===== src/include/sysctl_pkg.sv =====
/*
 * Shared constants for the reset-cause record and peripheral clock divider:
 * register addresses, field positions, reset values, divider codes.
 * Assumes a single processor clock and full 32-bit register addresses.
 */
package sysctl_pkg;

   // register addresses on the peripheral bus
   localparam logic [31:0] ADDR_PERIPHERAL_CLOCK_DIVIDER = 32'he01fc100;
   localparam logic [31:0] ADDR_RESET_CAUSE_FLAGS        = 32'he01fc180;

   // reset-cause flag positions
   localparam int unsigned POS_POWER_ON_FLAG             = 0;
   localparam int unsigned POS_EXTERNAL_PIN_RESET_FLAG   = 1;
   localparam int unsigned POS_WATCHDOG_RESET_FLAG       = 2;
   localparam int unsigned POS_BROWNOUT_RESET_FLAG       = 3;
   localparam int unsigned NUM_FLAGS                     = 4;

   // divider field position and width
   localparam int unsigned POS_RATIO_LSB                 = 0;
   localparam int unsigned RATIO_WIDTH                   = 2;

   // divider codes
   localparam logic [1:0] RATIO_QUARTER                  = 2'h0;
   localparam logic [1:0] RATIO_FULL                     = 2'h1;
   localparam logic [1:0] RATIO_HALF                     = 2'h2;
   localparam logic [1:0] RATIO_RESERVED                 = 2'h3;

   // last count value of each divider period
   localparam logic [1:0] LAST_CNT_QUARTER               = 2'h3;
   localparam logic [1:0] LAST_CNT_HALF                  = 2'h1;
   localparam logic [1:0] LAST_CNT_FULL                  = 2'h0;

   // values after reset
   localparam logic [1:0] RATIO_RESET                    = 2'h0;
   localparam logic [7:0] RDATA_RESET                    = 8'h00;
   localparam logic [1:0] CNT_RESET                      = 2'h0;

   // flag image forced while power-on reset is asserted
   localparam logic [3:0] FLAGS_AT_POWER_ON              = 4'h9;

   // number of synchronised outside inputs and their bit positions
   localparam int unsigned NUM_SYNC                      = 3;
   localparam int unsigned SYNC_POR                      = 0;
   localparam int unsigned SYNC_EXT                      = 1;
   localparam int unsigned SYNC_BOD                      = 2;

endpackage


===== src/include/clk_div_if.sv =====
/*
 * Carrier between the control top and the peripheral clock divider.
 * Assumes both ends run on the processor clock.
 */
`timescale 1ns/10ps
interface clk_div_if;
   logic [1:0] requested_ratio;   // ratio programmed by software
   logic [1:0] active_ratio;      // ratio currently in effect
   logic       pclk_en;           // one-cycle peripheral clock enable
   logic       pclk_phase;        // divided clock level

   modport ctrl (
      output requested_ratio,
      input  active_ratio,
      input  pclk_en,
      input  pclk_phase
   );
   modport div (
      input  requested_ratio,
      output active_ratio,
      output pclk_en,
      output pclk_phase
   );
endinterface


===== src/sysctl_reset_clock.sv =====
/*
 * Reset-cause record with sticky write-one-to-clear flags, and the
 * programmable peripheral clock divider behind a simple register port.
 * Assumes: reset source inputs are raw levels from outside the clock
 * domain; watchdog inputs and idle/pll inputs come from logic on clock;
 * power-on reset is presented on por_active, not only via rst_n.
 */
// How it works
// writing one clears a cause flag
// power-on sets bits 0 and 3, clears others
// source held after power-on sets its flag
// only power-on or software alter bit 0
// external pin sets bit 1, power-on clears
// watchdog and brown-out leave bit 1
// watchdog timeout with enable sets bit 2
// any non-watchdog reset clears bit 2
// supply below threshold sets bit 3
// bit 3 set along with power-on
// external and watchdog leave bit 3
// software writes zero to upper bits
// ratio field picks quarter, full or half
// reserved ratio code write is ignored
// ratio field resets to zero
// keep pll running through idle
// ratio switches only at period boundary
// reset event beats same-cycle software clear
`timescale 1ns/10ps
module sysctl_reset_clock (
   input  wire logic        clock,
   input  wire logic        rst_n,
   // register port
   input  wire logic [31:0] reg_addr,
   input  wire logic        reg_wr,
   input  wire logic        reg_rd,
   input  wire logic [7:0]  reg_wdata,
   output logic      [7:0]  reg_rdata,
   // reset sources from outside the clock domain
   input  wire logic        por_active,
   input  wire logic        ext_reset_active,
   input  wire logic        supply_below_threshold,
   // watchdog, on clock
   input  wire logic        watchdog_timeout,
   input  wire logic        watchdog_reset_enable,
   // power mode, on clock
   input  wire logic        idle_mode,
   input  wire logic        pll_running,
   output logic             pll_keep_running,
   // peripheral clock
   output logic             pclk_en,
   output logic             pclk_phase,
   output logic      [1:0]  active_ratio
);

   clk_div_if dvif ();

   // ---- input synchronisers
   logic [sysctl_pkg::NUM_SYNC-1:0] raw_in;
   logic [sysctl_pkg::NUM_SYNC-1:0] s1_q;
   logic [sysctl_pkg::NUM_SYNC-1:0] s2_q;
   logic [sysctl_pkg::NUM_SYNC-1:0] s3_q;
   logic [sysctl_pkg::NUM_SYNC-1:0] filt_q;

   assign raw_in[sysctl_pkg::SYNC_POR] = por_active;
   assign raw_in[sysctl_pkg::SYNC_EXT] = ext_reset_active;
   assign raw_in[sysctl_pkg::SYNC_BOD] = supply_below_threshold;

   // three stages; the level moves on once stages two and three agree.
   // these run free of rst_n so a chip reset caused by a source
   // does not blind the record to that same source.
   genvar gi;
   generate
      for (gi = 0; gi < sysctl_pkg::NUM_SYNC; gi++) begin : g_sync
         always_ff @(posedge clock) begin
            s1_q[gi] <= raw_in[gi];
            s2_q[gi] <= s1_q[gi];
            s3_q[gi] <= s2_q[gi];
            if (s2_q[gi] == s3_q[gi]) begin
               filt_q[gi] <= s3_q[gi];
            end
         end
      end
   endgenerate

   logic por_s;
   logic ext_s;
   logic bod_s;
   assign por_s = filt_q[sysctl_pkg::SYNC_POR];
   assign ext_s = filt_q[sysctl_pkg::SYNC_EXT];
   assign bod_s = filt_q[sysctl_pkg::SYNC_BOD];

   // ---- register decode
   logic sel_div;
   logic sel_flags;
   logic wr_div;
   logic wr_flags;
   logic ratio_ok;
   assign sel_div   = (reg_addr == sysctl_pkg::ADDR_PERIPHERAL_CLOCK_DIVIDER);
   assign sel_flags = (reg_addr == sysctl_pkg::ADDR_RESET_CAUSE_FLAGS);
   assign wr_div    = reg_wr && sel_div;
   assign wr_flags  = reg_wr && sel_flags;
   // only the low ratio bits are stored; upper bits are dropped
   assign ratio_ok  = (reg_wdata[sysctl_pkg::POS_RATIO_LSB +: sysctl_pkg::RATIO_WIDTH]
                       != sysctl_pkg::RATIO_RESERVED);

   // ---- software clear strobes, one per flag position
   logic [sysctl_pkg::NUM_FLAGS-1:0] sw_clr;
   assign sw_clr = wr_flags ? reg_wdata[sysctl_pkg::NUM_FLAGS-1:0] :
                              {sysctl_pkg::NUM_FLAGS{1'b0}};

   // ---- set and clear causes per flag
   logic wdt_hit;
   assign wdt_hit = watchdog_timeout && watchdog_reset_enable;

   logic por_set;
   logic ext_set;
   logic ext_clr_hw;
   logic wdt_set;
   logic wdt_clr_hw;
   logic bod_set;
   // power-on forces the fixed image; other sets wait for it to negate
   assign por_set    = por_s;
   assign ext_set    = ext_s && !por_s;
   assign ext_clr_hw = por_s;
   assign wdt_set    = wdt_hit && !por_s;
   assign wdt_clr_hw = por_s || ext_s || bod_s;
   assign bod_set    = bod_s && !por_s;

   // ---- next flag values; a hardware set always beats a software clear
   logic [sysctl_pkg::NUM_FLAGS-1:0] flags_q;
   logic [sysctl_pkg::NUM_FLAGS-1:0] flags_d;
   logic                             fl_por;
   logic                             fl_ext;
   logic                             fl_wdt;
   logic                             fl_bod;
   logic                             nx_por;
   logic                             nx_ext;
   logic                             nx_wdt;
   logic                             nx_bod;

   assign fl_por = flags_q[sysctl_pkg::POS_POWER_ON_FLAG];
   assign fl_ext = flags_q[sysctl_pkg::POS_EXTERNAL_PIN_RESET_FLAG];
   assign fl_wdt = flags_q[sysctl_pkg::POS_WATCHDOG_RESET_FLAG];
   assign fl_bod = flags_q[sysctl_pkg::POS_BROWNOUT_RESET_FLAG];

   // power-on flag moves only by power-on or software
   assign nx_por = por_set ? 1'b1 :
                   sw_clr[sysctl_pkg::POS_POWER_ON_FLAG] ? 1'b0 : fl_por;
   // external flag cleared by power-on, untouched by watchdog/brown-out
   assign nx_ext = ext_clr_hw ? 1'b0 :
                   ext_set ? 1'b1 :
                   sw_clr[sysctl_pkg::POS_EXTERNAL_PIN_RESET_FLAG] ? 1'b0 : fl_ext;
   // watchdog flag cleared by every other reset source
   assign nx_wdt = wdt_set ? 1'b1 :
                   wdt_clr_hw ? 1'b0 :
                   sw_clr[sysctl_pkg::POS_WATCHDOG_RESET_FLAG] ? 1'b0 : fl_wdt;
   // brown-out flag set by a dip and by the power-up ramp
   assign nx_bod = (por_set || bod_set) ? 1'b1 :
                   sw_clr[sysctl_pkg::POS_BROWNOUT_RESET_FLAG] ? 1'b0 : fl_bod;

   // power-on applies the fixed image: bits 0 and 3 set, rest cleared
   assign flags_d = por_s ? sysctl_pkg::FLAGS_AT_POWER_ON :
                            {nx_bod, nx_wdt, nx_ext, nx_por};

   // flag store survives chip reset; only power-on defines it
   always_ff @(posedge clock) begin
      flags_q <= flags_d;
   end

   // ---- divider ratio register
   logic [1:0] ratio_q;
   always_ff @(posedge clock) begin
      if (!rst_n) begin
         ratio_q <= sysctl_pkg::RATIO_RESET;
      end else if (wr_div && ratio_ok) begin
         ratio_q <= reg_wdata[sysctl_pkg::POS_RATIO_LSB +: sysctl_pkg::RATIO_WIDTH];
      end
   end

   assign dvif.requested_ratio = ratio_q;

   pclk_divider u_div (
      .clock (clock),
      .rst_n (rst_n),
      .dv    (dvif.div)
   );

   assign pclk_en      = dvif.pclk_en;
   assign pclk_phase   = dvif.pclk_phase;
   assign active_ratio = dvif.active_ratio;

   // ---- pll hold: remember pll state on idle entry and keep it through idle
   logic pll_seen_q;
   logic keep_q;
   always_ff @(posedge clock) begin
      if (!rst_n) begin
         pll_seen_q <= 1'b0;
         keep_q     <= 1'b0;
      end else begin
         if (!idle_mode) begin
            pll_seen_q <= pll_running;
         end
         keep_q <= idle_mode ? pll_seen_q : pll_running;
      end
   end
   assign pll_keep_running = keep_q;

   // ---- read data; reserved and unmapped bits read zero
   logic [7:0] rd_mux;
   assign rd_mux = sel_div   ? {6'h00, ratio_q} :
                   sel_flags ? {4'h0, flags_q} :
                               8'h00;
   logic [7:0] rdata_q;
   always_ff @(posedge clock) begin
      if (!rst_n) begin
         rdata_q <= sysctl_pkg::RDATA_RESET;
      end else if (reg_rd) begin
         rdata_q <= rd_mux;
      end
   end
   assign reg_rdata = rdata_q;

endmodule // sysctl_reset_clock


===== src/pclk_divider.sv =====
/*
 * Peripheral clock divider: makes an enable pulse and a phase level
 * every one, two or four processor clocks.
 * Assumes the requested ratio never holds the reserved code.
 */
`timescale 1ns/10ps
module pclk_divider (
   input  wire logic clock,
   input  wire logic rst_n,
   clk_div_if.div    dv
);

   logic [1:0] cnt_q;
   logic [1:0] cnt_d;
   logic [1:0] active_q;
   logic       en_q;
   logic       phase_q;
   logic [1:0] last_cnt;
   logic [1:0] new_last;
   logic       boundary;
   logic [1:0] half_cnt;

   // end of the current period for the ratio in effect
   assign last_cnt = (active_q == sysctl_pkg::RATIO_FULL) ? sysctl_pkg::LAST_CNT_FULL :
                     (active_q == sysctl_pkg::RATIO_HALF) ? sysctl_pkg::LAST_CNT_HALF :
                                                             sysctl_pkg::LAST_CNT_QUARTER;
   assign boundary = (cnt_q == last_cnt);
   // a new ratio is taken only at a period boundary, so no short pulse
   assign cnt_d    = boundary ? sysctl_pkg::CNT_RESET : cnt_q + 2'h1;
   assign new_last = (dv.requested_ratio == sysctl_pkg::RATIO_FULL) ? sysctl_pkg::LAST_CNT_FULL :
                     (dv.requested_ratio == sysctl_pkg::RATIO_HALF) ? sysctl_pkg::LAST_CNT_HALF :
                                                      sysctl_pkg::LAST_CNT_QUARTER;
   // phase is high in the first half of each period
   assign half_cnt = boundary ? {1'b0, new_last[1]} : {1'b0, last_cnt[1]};

   // counter, ratio switch and outputs
   always_ff @(posedge clock) begin
      if (!rst_n) begin
         cnt_q    <= sysctl_pkg::CNT_RESET;
         active_q <= sysctl_pkg::RATIO_RESET;
         en_q     <= 1'b0;
         phase_q  <= 1'b0;
      end else begin
         cnt_q    <= cnt_d;
         if (boundary) begin
            active_q <= dv.requested_ratio;
         end
         en_q     <= boundary;
         phase_q  <= (cnt_d <= half_cnt);      // high for the first half of the period
      end
   end

   assign dv.active_ratio = active_q;
   assign dv.pclk_en      = en_q;
   assign dv.pclk_phase   = phase_q;

endmodule // pclk_divider


===== config.mk =====
export PLATFORM = sky130hd
export DESIGN_NAME = sysctl_reset_clock
export DESIGN_NICKNAME = d
export VERILOG_FILES = /design/src/include/sysctl_pkg.sv /design/src/include/clk_div_if.sv /design/src/sysctl_reset_clock.sv /design/src/pclk_divider.sv
export SDC_FILE = /design/constraint.sdc
export NUM_CORES = 1
export LEC_CHECK = 0
export BUFFER_PORTS_ARGS = -buffer_cell sky130_fd_sc_hd__buf_2
export CAP_MARGIN = 20
export CORE_MARGIN = 2
export CORE_UTILIZATION = 43
export CTS_CLUSTER_DIAMETER = 120
export CTS_CLUSTER_SIZE = 25
export DETAILED_ROUTE_END_ITERATION = 10
export GPL_ROUTABILITY_DRIVEN = 0
export PLACE_DENSITY = 0.78
export SLEW_MARGIN = 10
export SYNTH_ARGS = -nofsm -noshare
export SYNTH_HDL_FRONTEND = slang
export SYNTH_SLANG_ARGS = --single-unit

===== constraint.sdc =====
create_clock -name clock -period 2.3 [get_ports clock]
set_clock_uncertainty 0.1 [all_clocks]
set_input_delay 0.23 -clock clock [delete_from_list [all_inputs] [get_ports clock]]
set_output_delay 0.23 -clock clock [all_outputs]
set_load 0.05 [all_outputs]

* Word level (Yosys, flattened, before mapping) *
Cells that the tools add are included.

word-level totals
  register bits = 33
  bits in latches = 0
  RAM bits = 0
  ROM bits = 0
  input port bits = 51
  output and inout port bits = 13
  logic and storage cells = 64
  memories = 0

cells by class
  $add $sub $neg = 1
  $mul = 0
  divide/modulo/power cells = 0
  magnitude comparators = 1
  equality and inequality tests = 11
  shift-type cells = 0
  multiplexer cells = 14
  bitwise gates (word level) = 0
  reductions and logical operators = 14

operator list
  kind                    count
  $eq A32 B32 Y1 const B  2
  $mux W4                 3
  $mux W2                 5
  $logic_and A1 B1 Y1     7
  $mux W1                 6
  $eq A2 B1 Y1 const B    2
  $eq A2 B2 Y1 const B    2
  $eq A1 B1 Y1            3
  $logic_or A1 B1 Y1      3
  $reduce_bool A3 Y1      1
  $add A2 B1 Y2 const B   1
  $eq A2 B2 Y1            1
  $le A2 B2 Y1            1
  $ne A2 B2 Y1 const B    1
  $reduce_bool A2 Y1      1
  $reduce_or A2 Y1        1
  $logic_not A1 Y1        1

* Longest topological paths before layout *
  depth in word-level cells = 6
  depth in mapped cells = 9
  gate-level depth less buffers = 9

* Cells and area by module *
Synthesis repeated with hierarchy kept, for this count alone.

unflattened totals
  cell total of the unflattened synthesis = 115
  area, all modules = 1,265.0 um^2

modules (own cells, without submodules)
  module              times used  cells an instance  area an instance (um^2)  seq. area each (um^2)
  sysctl_reset_clock  1           86                 968.4                    490.5
  pclk_divider        1           29                 296.5                    120.1

* Least setup slack after synthesis *
Ideal clock, no wire load.

  kind = register -> register
  start point = reg u_div.active_q[1], in the netlist u_div.dv.active_ratio[1]
  end point = reg u_div.phase_q, in the netlist u_div.dv.pclk_phase
  library setup time = 0.125 ns
  arrival time = 2.011 ns
  data required time = 2.075 ns
  setup slack = 0.064 ns
  stages on the path, launching flop included = 10
  path buffers = 0
  clock period less this slack = 2.236 ns
  path through = dfxtp_1 > inv_1 > ha_1 > xnor2_1 > nand2_1 > nand2_1 > o21ai_0 > ha_1 > o21ai_0 > a21oi_1

between the ends
  cells in the longest elaborated chain, start to end = 6
  elaborated cells between the ends (all ways) = 8
  those cells by class = order compare (1); eq/ne (3); mux (4)

ends and longest elaborated chain
  item                                       RTL line                                source
  start, declared                            pclk_divider.sv:15                      logic [1:0] active_q;
  start signal, assigned                     pclk_divider.sv:40                      active_q <= sysctl_pkg::RATIO_RESET;
  start signal, assigned                     pclk_divider.sv:46                      active_q <= dv.requested_ratio;
  $eq A2 B2 Y1                               pclk_divider.sv:25                      (active_q == sysctl_pkg::RATIO_HALF) ? sysctl_pkg::LAST_CNT_HALF :
  $mux W2                                    pclk_divider.sv:25
  $mux W2 (*)                                pclk_divider.sv:24                      assign last_cnt = (active_q == sysctl_pkg::RATIO_FULL) ? sysctl_pkg::LAST_CNT_FULL :
  $eq A2 B2 Y1                               pclk_divider.sv:27                      assign boundary = (cnt_q == last_cnt);
  $mux W2 / $mux W1 (equally long branches)  pclk_divider.sv:29, pclk_divider.sv:34
  $le A2 B2 Y1 (*)                           pclk_divider.sv:49                      phase_q <= (cnt_d <= half_cnt);
  end signal, assigned                       pclk_divider.sv:49
  end, declared                              pclk_divider.sv:17                      logic phase_q;

Every way passes the cells marked *; elsewhere a longest branch is shown, timed or not.
A chain may end at the register's enable or synchronous reset.

* Worst setup path in the final report *
Same ends and word-level chain as after synthesis.

==> impl_metrics.ini <==
[logic_synthesis]
synth_top_cell_by_area = dfxtp_1
yosys_warnings = 0
synth.most_common_cell = dfxtp_1
ys_seq_area_share_pct = 51.9
async_reset_ff_share_pct = 0
ys_ff_latch = 29
synthTopCellsByArea = dfxtp_1 (44%), edfxtp_1 (7.7%), nand2b_1 (3.2%)
synth_edf_count = 3
synth.avg_cell_area_um2 = 10.5
yosysUniqueCellTypes = 38
syn_inst = 112
synth_top_cell_area_share_pct = 44.2
yosys-top-cells-count = dfxtp_1 (26), a21oi_1 (7), nand2b_1 (6), nand3_1 (6), nor2_1 (6)
synth_flop_cell = dfxtp_1
syn_area_mm2 = 0.00118

[drt]
dr.pass1.iters = 4
drtIter0Drc = 23
route.detailed.drc = 0
vias = 1033
ant_nets = 0
drt-total-wl_mm = 2.35
routedWlPerCell_um = 11.3
via_per_inst = 4.99

[clock_tree]
h-tree-depth = 2
cts_root_buf = clkbuf_4
clk_latency_ns = 0.33
clk_pin_slew_worst_paths_ns = 0.09
cts_max_path_buffers = 2
cts_made_buffers = 5
cts.sinks = 29
cts_tree = done

[pwr]
p_int_mw = 0.830
pwr_density_cell_mw_per_mm2 = 694
p_sw_share_pct = 24.9
power_frac_seq_pct = 50.1
total_leakage_power_nw = 0.722
irDropWorstVdd_v = 0.000766
clock_power_share_pct = 37.2
p_switching_mw = 0.275
combPwrFrac_pct = 12.7

[setup_path]
worstSetupStartpointType = register
crit_arrival_ns = 2.15
ff2ff_path_depth = 8
worstPathMaxFanout = 8
criticalPathCategory = register to register
cp-end-kind = register
cp.required_ns = 2.42

[timing]
fmax_ghz = 0.493
slew_viol_final = 0
setup_ws_ns = 0.273
period_share_pct = 88.1
setup_viol = 0
finalCriticalPeriod_ns = 2.03
fin_setup_tns_ns = 0
rsz0062_at_grt = no
final-hold-violation-count = 0

[layout]
drive_above_1_share_pct = 38.4
final_util_pct = 62.5
area_growth_pct = 35.2
num_antenna_cells = 0
nets = 229
final-instance-count-excl-fill = 207

[grt]
antenna_found_initial = 0
grt_pass1_wl_mm = 3.76
overflow = 0
grt_usage_pct = 15.5
grt_pass1_vias = 943
grt_max_degree = 12

[die]
placementRows = 18
core_mm2 = 0.00254
die-width_um = 56.3
ios = 64
dieHeight_um = 56.3
initial_utilization_pct = 46.3
dieArea_mm2 = 0.00317

[place]
post-place-ws_ns = 0.254
portBuffers = 55
hpwl_mm = 1.90
placed_cells = 195

[min_path]
hold_class = primary input to register
hold_depth = 2

[outcome]
status = completed

[flow_run]
cap_violations = 0
## placed cells by master (no fill, tap or decap), types with 2 or more instances in the layout
master / count
a21oi_1: 7
a31oi_1: 2
buf_2: 55
clkbuf_4: 5
conb_1: 4
dfxtp_1: 26
dlygate4sd3_1: 4
edfxtp_1: 3
ha_1: 2
inv_1: 5
mux2i_1: 3
nand2_1: 5
nand2b_1: 6
nand3_1: 6
nor2_1: 6
nor3_1: 2
o21ai_0: 3
o311a_1: 2
o41ai_1: 2
or4b_1: 2
xnor2_1: 4
xor2_1: 3
## layer usage
layer / vias to the layer above / global-route usage [%] / share of wire (%)
met5: - / 0 / 0
met4: 0 / 5.78 / 1.1
met3: 4 / 9.22 / 7.7
met2: 41 / 27.7 / 53
met1: 464 / 14.4 / 38
li1: 524 / - / -
## area by class of cell
type	count	area [um^2]
clock buffer	5	37.5
clock inverter	3	46.3
fill	225	953
inverter	6	22.5
multi-input combinational	75	522
sequential	29	611
tap	30	37.5
timing repair buffer	59	315
## kinds of logic (layout without fill, tap and decap cells)
| family | after synthesis | in the layout | synth area share, % |
|---|---|---|---|
| simple gates | 41 | 41 | 23.3 |
| flops | 29 | 29 | 51.9 |
| compound gates | 18 | 18 | 9.88 |
| buf+inv | 11 | 73 | 4.78 |
| xor+xnor | 7 | 7 | 5.21 |
| mux | 3 | 3 | 2.55 |
| fa+ha+maj | 2 | 2 | 2.13 |
| other cells | 1 | 4 | 0.319 |
## flip-flops by register name, summed over array words and instances, names as in the netlist
signal,cells
dvif.requested_ratio,2
ext_s,1
u_div.dv.active_ratio,2
s3_q,3
ext_clr_hw,1
u_div.dv.pclk_en,1
flags_q,4
u_div.cnt_q,2
s1_q,3
u_div.dv.pclk_phase,1
bod_s,1
pll_keep_running,1
reg_rdata,4
s2_q,3
## power by group through the flow
stage / logic (mW) / clock network (mW) / registers (mW)
floorplan: 0.0670 / 0 / 0.580
global placement: 0.132 / 0 / 0.563
detailed placement: 0.136 / 0 / 0.565
CTS: 0.142 / 0.426 / 0.553
global route: 0.153 / 0.454 / 0.556
finish: 0.141 / 0.411 / 0.553
## worst paths after layout
kind                                                from             endpoint  slack [ns]
worst min register to register                   s1_q[1]              s2_q[1]        0.23
worst max-delay path            u_div.dv.active_ratio[1]  u_div.dv.pclk_phase        0.27
worst max register to register  u_div.dv.active_ratio[1]  u_div.dv.pclk_phase        0.27
worst min-delay path                        reg_wdata[0]           flags_q[0]        0.03
## through the flow
step           hold slack (ns)  power [mW]  area (um^2)
6_report                0.0255        1.10         1590
3_5_place_dp             0.213       0.701         1470
3_3_place_gp             0.214       0.694         1470
5_1_grt                0.00990        1.16         1590
2_1_floorplan            0.158       0.647         1190
4_1_cts                 0.0126        1.12         1590
## worst max-delay path, cell delays in order (launching register included)
cell and delay, ns:
dfxtp_1 0.36, inv_1 0.05, ha_1 0.30, xnor2_1 0.25, nand2_1 0.21, o21ai_0 0.22, ha_1 0.25, o21ai_0 0.15
a21oi_1 0.05
## what timing repair did
item / CTS / global route
hold buffers: 4 / 0
hold endpoints to repair: 4 / 0
buffers inserted: 0 / 0
resized for setup: 0 / 0
No activity file was read; power rests on OpenSTA's default activity.
